### config.mk
export PLATFORM = sky130hd
export DESIGN_NAME = lit_unit
export DESIGN_NICKNAME = d
export VERILOG_FILES = /design/src/lit_unit.v
export VERILOG_INCLUDE_DIRS = /design/src
export SDC_FILE = /design/constraint.sdc
export NUM_CORES = 1
export LEC_CHECK = 0
export ABC_AREA = 1
export BUFFER_PORTS_ARGS = -buffer_cell sky130_fd_sc_hd__buf_2
export CAP_MARGIN = 10
export CORE_MARGIN = 2
export CORE_UTILIZATION = 40
export CTS_CLUSTER_DIAMETER = 150
export DETAILED_ROUTE_END_ITERATION = 10
export PLACE_DENSITY = 0.66
export SYNTH_ARGS = -nofsm -noshare
export SYNTH_HDL_FRONTEND = slang
export SYNTH_SLANG_ARGS = --single-unit
### constraint.sdc
create_clock -name pclk -period 13.8 [get_ports pclk]
set_input_delay 1.38 -clock pclk [delete_from_list [all_inputs] [get_ports pclk]]
set_output_delay 1.38 -clock pclk [all_outputs]
set_load 0.02 [all_outputs]
### src/lit_regs.vh
// Register offsets, fields and reset values of the local interrupt and timer unit
`ifndef LIT_REGS_VH
`define LIT_REGS_VH
`define LIT_OFF_TMR_LVT 12'h000
`define LIT_OFF_TMR_INIT 12'h004
`define LIT_OFF_TMR_CUR 12'h008
`define LIT_OFF_LINT_LVT 12'h00c
`define LIT_OFF_DONE 12'h010
`define LIT_OFF_INSVC 12'h014
`define LIT_OFF_IRQ_STAT 12'h018
`define LIT_OFF_IRQ_MASK 12'h01c
`define LIT_OFF_STATUS 12'h020
`define LIT_LVT_MASK_BIT 16
`define LIT_LVT_PERIODIC_BIT 17
`define LIT_LVT_LEGACY_BIT 8
`define LIT_LVT_RESET 32'h00010000
`define LIT_EV_TIMER 0
`define LIT_EV_LINT 1
`define LIT_EV_DELIV 2
`define LIT_EV_W 3
`endif

### src/lit_unit.v
// Local vector table, interval timer and in-service tracking for one core
//
// Function
// - Periodic timer reloads itself on the tick at count one, so the count never reaches zero
// - Timer decrements only on reference ticks
// - Masked table entry never delivers interrupts
// - In-service vector blocks equal or lower priority class, except a legacy-mode LINT entry
// - Done write clears highest in-service bit
// - Legacy interrupt waits for enable, delivered once
// - Each timer expiry sets the timer pending bit; expiries before its offer merge into one interrupt
`timescale 1ns/1ps
`default_nettype none
`include "lit_regs.vh"

module lit_unit (
    // Clock, reset, enable
    input wire pclk,
    input wire presetn,
    input wire clk_en,
    // APB slave
    input wire psel,
    input wire penable,
    input wire pwrite,
    input wire [11:0] paddr,
    input wire [31:0] pwdata,
    output wire pready,
    output reg [31:0] prdata,
    output wire pslverr,
    // Asynchronous pins
    input wire ref_clk,
    input wire lint_pin,
    input wire deep_sleep_state,
    // Core side
    input wire core_interrupt_enable_flag,
    output reg deliver_valid,
    output reg [7:0] deliver_vector,
    input wire deliver_accept,
    output wire irq
);

    // ==========================================================
    // Functions
    function [7:0] highest_bit;
        input [255:0] bits;
        integer k;
        begin
            highest_bit = 8'h00;
            for (k = 0; k < 256; k = k + 1) begin
                if (bits[k]) begin
                    highest_bit = k[7:0];
                end
            end
        end
    endfunction

    // Bit positions of the one-hot register select
    localparam SEL_TMR_LVT = 0;
    localparam SEL_TMR_INIT = 1;
    localparam SEL_TMR_CUR = 2;
    localparam SEL_LINT_LVT = 3;
    localparam SEL_DONE = 4;
    localparam SEL_INSVC = 5;
    localparam SEL_IRQ_STAT = 6;
    localparam SEL_IRQ_MASK = 7;
    localparam SEL_STATUS = 8;

    // All zero for a hole or a misaligned address
    function [8:0] reg_sel;
        input [11:0] addr;
        begin
            reg_sel = 9'h000;
            case (addr)
                `LIT_OFF_TMR_LVT: reg_sel[SEL_TMR_LVT] = 1'b1;
                `LIT_OFF_TMR_INIT: reg_sel[SEL_TMR_INIT] = 1'b1;
                `LIT_OFF_TMR_CUR: reg_sel[SEL_TMR_CUR] = 1'b1;
                `LIT_OFF_LINT_LVT: reg_sel[SEL_LINT_LVT] = 1'b1;
                `LIT_OFF_DONE: reg_sel[SEL_DONE] = 1'b1;
                `LIT_OFF_INSVC: reg_sel[SEL_INSVC] = 1'b1;
                `LIT_OFF_IRQ_STAT: reg_sel[SEL_IRQ_STAT] = 1'b1;
                `LIT_OFF_IRQ_MASK: reg_sel[SEL_IRQ_MASK] = 1'b1;
                `LIT_OFF_STATUS: reg_sel[SEL_STATUS] = 1'b1;
                default: reg_sel = 9'h000;
            endcase
        end
    endfunction

    // ==========================================================
    // Pin synchronisers
    // Two flops per pin; logic only ever reads the second stage
    localparam PIN_REF = 0;
    localparam PIN_LINT = 1;
    localparam PIN_SLEEP = 2;
    localparam PIN_IE = 3;
    localparam NUM_PINS = 4;
    wire [NUM_PINS-1:0] pin_raw;
    wire [NUM_PINS-1:0] pin_sync;
    assign pin_raw[PIN_REF] = ref_clk;
    assign pin_raw[PIN_LINT] = lint_pin;
    assign pin_raw[PIN_SLEEP] = deep_sleep_state;
    assign pin_raw[PIN_IE] = core_interrupt_enable_flag;
    genvar g;
    generate
        for (g = 0; g < NUM_PINS; g = g + 1) begin : g_sync
            reg stage1;
            reg stage2;
            always @(posedge pclk or negedge presetn) begin
                if (!presetn) begin
                    stage1 <= 1'b0;
                    stage2 <= 1'b0;
                end else if (clk_en) begin
                    stage1 <= pin_raw[g];
                    stage2 <= stage1;
                end
            end
            assign pin_sync[g] = stage2;
        end
    endgenerate
    reg ref_q;
    wire ref_tick = pin_sync[PIN_REF] & ~ref_q;
    reg lint_q;
    wire lint_rise = pin_sync[PIN_LINT] & ~lint_q;
    wire sleeping = pin_sync[PIN_SLEEP];
    wire ie_flag = pin_sync[PIN_IE];

    // ==========================================================
    // APB decode
    wire [8:0] sel = reg_sel(paddr);
    wire wr = psel & penable & pwrite;
    // Read data is captured in the setup cycle so it stands for the whole access
    wire rd_setup = psel & ~penable & ~pwrite;
    // Zero wait states: every access completes in its first access cycle
    assign pready = 1'b1;
    wire mapped = |sel;
    assign pslverr = psel & penable & ~mapped;
    wire [8:0] wsel = wr ? sel : 9'h000;

    reg [31:0] tmr_lvt, lint_lvt, tmr_init, tmr_cur;
    reg [`LIT_EV_W-1:0] irq_stat, irq_mask;
    reg [255:0] in_service;
    reg tmr_run, tmr_pend, lint_pend;
    wire [7:0] top_isr = highest_bit(in_service);
    wire any_isr = |in_service;
    wire done_wr = wsel[SEL_DONE];
    wire init_wr = wsel[SEL_TMR_INIT];

    // ==========================================================
    // Timer
    wire expire = tmr_run && ref_tick && tmr_cur == 32'h00000001;
    always @(posedge pclk or negedge presetn) begin
        if (!presetn) begin
            ref_q <= 1'b0;
            tmr_cur <= 32'h00000000;
            tmr_run <= 1'b0;
        end else if (clk_en) begin
            ref_q <= pin_sync[PIN_REF];
            if (init_wr) begin
                tmr_cur <= pwdata;
                tmr_run <= (pwdata != 32'h00000000);
            end else if (tmr_run && ref_tick) begin
                if (tmr_cur == 32'h00000001) begin
                    if (tmr_lvt[`LIT_LVT_PERIODIC_BIT]) begin
                        // Reload on the tick itself, so no tick is skipped
                        tmr_cur <= tmr_init;
                    end else begin
                        tmr_cur <= 32'h00000000;
                        tmr_run <= 1'b0;
                    end
                end else begin
                    tmr_cur <= tmr_cur - 32'h00000001;
                end
            end
        end
    end

    // ==========================================================
    // Pending, delivery and in-service
    wire tmr_masked = tmr_lvt[`LIT_LVT_MASK_BIT];
    wire lint_masked = lint_lvt[`LIT_LVT_MASK_BIT];
    wire lint_legacy = lint_lvt[`LIT_LVT_LEGACY_BIT];
    wire [7:0] tmr_vec = tmr_lvt[7:0];
    wire [7:0] lint_vec = lint_lvt[7:0];
    // Priority class is the upper vector nibble
    wire tmr_ok = tmr_pend && !tmr_masked && !sleeping
        && (!any_isr || tmr_vec[7:4] > top_isr[7:4]);
    wire lint_ok = lint_pend && !lint_masked && !sleeping
        && (lint_legacy ? ie_flag : (!any_isr || lint_vec[7:4] > top_isr[7:4]));
    // Delivery handshake states
    localparam [1:0] DLV_IDLE = 2'b01;
    localparam [1:0] DLV_OFFER = 2'b10;
    reg [1:0] dlv_state;
    // Fixed at offer time, so a table rewrite while the core is slow cannot change it
    reg deliv_sets_isr;
    wire taken = deliver_valid & deliver_accept;
    reg [255:0] next_in_service;
    always @* begin
        next_in_service = in_service;
        if (done_wr && any_isr) begin
            next_in_service[top_isr] = 1'b0;
        end
        if (taken && deliv_sets_isr) begin
            next_in_service[deliver_vector] = 1'b1;
        end
    end

    always @(posedge pclk or negedge presetn) begin
        if (!presetn) begin
            lint_q <= 1'b0;
            tmr_pend <= 1'b0;
            lint_pend <= 1'b0;
            dlv_state <= DLV_IDLE;
            deliver_valid <= 1'b0;
            deliver_vector <= 8'h00;
            deliv_sets_isr <= 1'b0;
            in_service <= 256'h0;
        end else if (clk_en) begin
            lint_q <= pin_sync[PIN_LINT];
            in_service <= next_in_service;
            case (dlv_state)
                DLV_IDLE: begin
                    if (tmr_ok) begin
                        dlv_state <= DLV_OFFER;
                        deliver_valid <= 1'b1;
                        deliver_vector <= tmr_vec;
                        deliv_sets_isr <= 1'b1;
                        tmr_pend <= 1'b0;
                    end else if (lint_ok) begin
                        dlv_state <= DLV_OFFER;
                        deliver_valid <= 1'b1;
                        deliver_vector <= lint_vec;
                        // Legacy mode is closed by the core, not by a done write
                        deliv_sets_isr <= !lint_legacy;
                        lint_pend <= 1'b0;
                    end
                end
                DLV_OFFER: begin
                    // Vector stands until the core takes it
                    if (deliver_accept) begin
                        dlv_state <= DLV_IDLE;
                        deliver_valid <= 1'b0;
                    end
                end
                default: begin
                    dlv_state <= DLV_IDLE;
                    deliver_valid <= 1'b0;
                end
            endcase
            // Set wins over the clear of the same cycle
            if (expire) begin
                tmr_pend <= 1'b1;
            end
            if (lint_rise) begin
                lint_pend <= 1'b1;
            end
        end
    end

    // ==========================================================
    // Registers and interrupt status
    wire [`LIT_EV_W-1:0] ev = {taken, lint_rise, expire};
    reg [`LIT_EV_W-1:0] next_irq_stat;
    always @* begin
        next_irq_stat = irq_stat;
        if (wsel[SEL_IRQ_STAT]) begin
            next_irq_stat = next_irq_stat & ~pwdata[`LIT_EV_W-1:0];
        end
        // Set wins: an event in the clearing cycle survives
        next_irq_stat = next_irq_stat | ev;
    end
    always @(posedge pclk or negedge presetn) begin
        if (!presetn) begin
            tmr_lvt <= `LIT_LVT_RESET;
            lint_lvt <= `LIT_LVT_RESET;
            tmr_init <= 32'h00000000;
            irq_stat <= {`LIT_EV_W{1'b0}};
            irq_mask <= {`LIT_EV_W{1'b0}};
        end else if (clk_en) begin
            if (wsel[SEL_TMR_LVT]) begin
                tmr_lvt <= pwdata;
            end
            if (wsel[SEL_LINT_LVT]) begin
                lint_lvt <= pwdata;
            end
            if (init_wr) begin
                tmr_init <= pwdata;
            end
            if (wsel[SEL_IRQ_MASK]) begin
                irq_mask <= pwdata[`LIT_EV_W-1:0];
            end
            irq_stat <= next_irq_stat;
        end
    end
    assign irq = |(irq_stat & irq_mask);

    always @(posedge pclk or negedge presetn) begin
        if (!presetn) begin
            prdata <= 32'h00000000;
        end else if (clk_en && rd_setup) begin
            case (paddr)
                `LIT_OFF_TMR_LVT: prdata <= tmr_lvt;
                `LIT_OFF_TMR_INIT: prdata <= tmr_init;
                `LIT_OFF_TMR_CUR: prdata <= tmr_cur;
                `LIT_OFF_LINT_LVT: prdata <= lint_lvt;
                `LIT_OFF_INSVC: prdata <= {23'h0, any_isr, top_isr};
                `LIT_OFF_IRQ_STAT: prdata <= {29'h0, irq_stat};
                `LIT_OFF_IRQ_MASK: prdata <= {29'h0, irq_mask};
                `LIT_OFF_STATUS: prdata <= {28'h0, tmr_run, lint_pend, tmr_pend, deliver_valid};
                default: prdata <= 32'h00000000;
            endcase
        end
    end

endmodule
`default_nettype wire

==> out/qor.csv <==
stage,metric,value,unit
synth,top post-synthesis cells by area,"dfrtp_1 45%, nand2_1 15%, inv_1 8.1%, nor2_1 5.8%, o21ai_0 4.7%",
synth,Cells after Synth,3402,
timing,Final Hold Vio Count,0,
clock_tree,clk slew on worst S/H paths,0.06,ns
synth,"count leader, synth",nand2_1,
routing,Pre-antenna DRT Iters,6,
global_route,first-pass GRT wire length,131400,um
critical_path,Crit-path slowest cell,dfrtp_1,
timing,period utilisation layout,0.9545,
floorplan,row cnt,91,
synth,Synth Cell Area,24780,um^2
min_path,Hold Path Stages,2,
critical_path,Startpoint Class,flip-flop,
power,VDD IR max,0.00008783,V
synth,Post-synth EDFFs,0,
cells_and_area,share of cells above drive strength 1,0.09719,
min_path,worst hold path type,reg2reg,
floorplan,die height,252.9,um
timing,final setup fails,0,
synth,Mapped Avg Cell Area,7.284,um^2
floorplan,core area,61480,um^2
power,part of the power in combinational logic,0.074,
synth,Post-synth top cells,"1,011 x nand2_1, 535 x inv_1, 443 x dfrtp_1, 385 x nor2_1, 234 x o21ai_0",
routing,DR iter-0 viols,2362,
clock_tree,CTS tree,built,
placed_design,Placed Area,26180,um^2
critical_path,"most used cell, CP",nand2_1,
clock_tree,clock sinks,446,
power,cell area power density,104.1,nW/um^2
run,Max Cap Viol,0,
synth,Syn Nets,3467,
critical_path,CP max FO,10,
clock_tree,total CTS buffers,51,
cells_and_area,Nets,3553,
floorplan,die area,63960,um^2
synth,biggest area consumer among synthesized cells,dfrtp_1,
global_route,total track usage,0.2652,
synth,Synth cell types,45,
synth,ys async rst share,1.000,
timing,Slew HR,0.1895,
synth,Synth Flop Type,dfrtp_1,
cells_and_area,"Design Area, Final",28610,um^2
clock_tree,Clock Latency Late Sink,0.63,ns
routing,total wire length,86460,um
critical_path,worst r2r dst,in_service[247],
timing,Final min period,13.17,ns
routing,Vias,23640,
power,switching power,0.7503,mW
global_route,largest net degree at the start of global routing,152,
power,internal power,2.228,mW
global_route,grt ovf,0,
power,switching share of total power,0.2519,
critical_path,Critical Path Sink Type,flip-flop,
timing,FMAX,75.92,MHz
synth,Synth Warn #,0,
critical_path,"Data arrival, critical path",13.68,ns
critical_path,cell count along the critical path,259,
critical_path,Worst EP required,14.30,ns
clock_tree,CTS Root Cell,clkbuf_16,
clock_tree,clk buf depth,3,
min_path,min-delay src,tmr_init[31],
global_route,initial antenna violation count,3,
critical_path,Crit path max-delay family,simple AND/OR/NAND/NOR gates,
power,clock share of power,0.479,
timing,Least-Margin Pin Slew,1.214,ns
synth,number of synthesized register bits,446,
global_route,vias in the first global route,22480,
placed_design,hpwl dp,54020,um
synth,top cell type's share of synthesized area,0.4473,
placed_design,routability cong.,0.9093,
clock_tree,CTS HTree Levels,2,
routing,routed len/inst,20.02,um
routing,vias per cell,5.474,
critical_path,reg2reg path depth,259,
floorplan,I/O pin count,99,
routing,"antenna viol nets, final",0,
critical_path,CP Class,reg2reg,
critical_path,Worst R2R Setup Slack,0.63,ns
outcome,status,finished clean,
timing,setup_tns,0,ns
routing,drc violations,0,
min_path,WHS Endpoint,tmr_init[31],
placed_design,port bufs,97,
timing,max-slew violations,0,
cells_and_area,fin util,0.4654,
power,Seq pwr share,0.447,
critical_path,Worst path max stage delay,0.39,ns
floorplan,initial core utilization,0.4031,
timing,RSZ-0062 raised after global routing,yes,
cells_and_area,P&R area growth vs syn,15.47,%
critical_path,Bufs and invs on worst path,2,
power,P_leak,13.46,nW
critical_path,worst r2r src,in_service[2],
cells_and_area,# diodes,0,
synth,share of the yosys chip area belonging to registers,0.4505,
timing,Setup Skew,0.03398,ns
floorplan,chip width,252.9,um
sequential cells by signal, indices dropped and copies added (netlist names), 4 cells and up:
signal / count
in_service: 256
lint_lvt: 32
prdata: 32
tmr_cur: 32
tmr_init: 32
tmr_lvt: 32
deliver_vector: 8
g_sync.stage1: 4
g_sync.stage2: 4
power groups by stage:
stage                     logic (mW)  clock network, mW  registers [mW]
after floorplan               0.0685                  0            1.36
after global placement         0.161                  0            1.35
after detailed placement       0.161                  0            1.36
after CTS                      0.161               1.44            1.33
after global routing           0.230               1.51            1.33
final                          0.220               1.43            1.33
per-layer routing:
metal | GRT usage | routed length [um]
met3 | 0.05674 | 8595
met2 | 0.4176 | 38380
met5 | 0 | 0
met1 | 0.3589 | 35970
met4 | 0.09806 | 3518
metrics by stage:
step | worst slack, ns | hold WS, ns | total power, mW | std cells
global route | -2.068 | 0.4898 | 3.068 | 4319
CTS | 0.5331 | 0.4748 | 2.937 | 4298
detailed placement | 0.6269 | 0.4605 | 1.516 | 4204
global placement | 0.5907 | 0.4557 | 1.516 | 4204
floorplan | 2.106 | 0.4422 | 1.430 | 3402
finish | 0.6284 | 0.4727 | 2.979 | 4319
worst max path at each step:
stage	end	start
floorplan	in_service[103]	in_service[2]
global placement	in_service[23]	in_service[2]
detailed placement	in_service[144]	in_service[1]
CTS	in_service[176]	in_service[2]
global route	in_service[27]	in_service[2]
finish	in_service[247]	in_service[2]
worst register-to-register path: cells and delay by family, from the launching register on:
| family | cells | cell delay, ns |
|---|---|---|
| buffers and inverters | 2 | 0.31 |
| flip-flops | 1 | 0.39 |
| AND/OR/NAND/NOR | 257 | 12.31 |
kinds of logic after synthesis:
family,synth area share
simple gates,0.2707
buf+inv,0.1078
compound gates,0.1568
flops,0.4505
xor+xnor,0.008482
fa+ha+maj,0.005049
other cells,0.0001513
mux,0.0004544
final cells by class:
class	instances	area (um^2)
Multi-Input combinational cell	2281	11300
Timing Repair Buffer	168	1373
Fill cell	6165	32870
Clock inverter	18	240.2
Inverter	540	2027
Tap cell	790	988.4
Clock buffer	76	1521
Sequential cell	446	11160
placed cells by master (no fill, tap or decap), drive strengths merged:
cell type and count:
clkinvlp 4, a32o 2, a21boi 1, o22ai 57, dfrtp 443, o311ai 1, o221ai 18, dfstp 3
o31ai 3, inv 538, nand4 143, nor2 385, nor3 17, buf 161, ha 10, o41ai 1
nor4 19, bufinv 4, o2111ai 1, a21oi 46, and3 2, o211ai 25, a22o 64, conb 1
o21ai 299, mux2 1, clkinv 12, and2 1, nand3 39, a221oi 27, o21bai 68, nand2 1015
a211oi 1, nand3b 1, xor2 24, a31oi 5, o2bb2ai 4, clkbuf 83
what timing repair did:
action,4_1_cts,5_1_grt
gates resized for setup,0,134
endpoints found under the setup margin,0,256
hold buffers,0,0
setup buffers,0,11
Power figures use the tool's default switching activity.
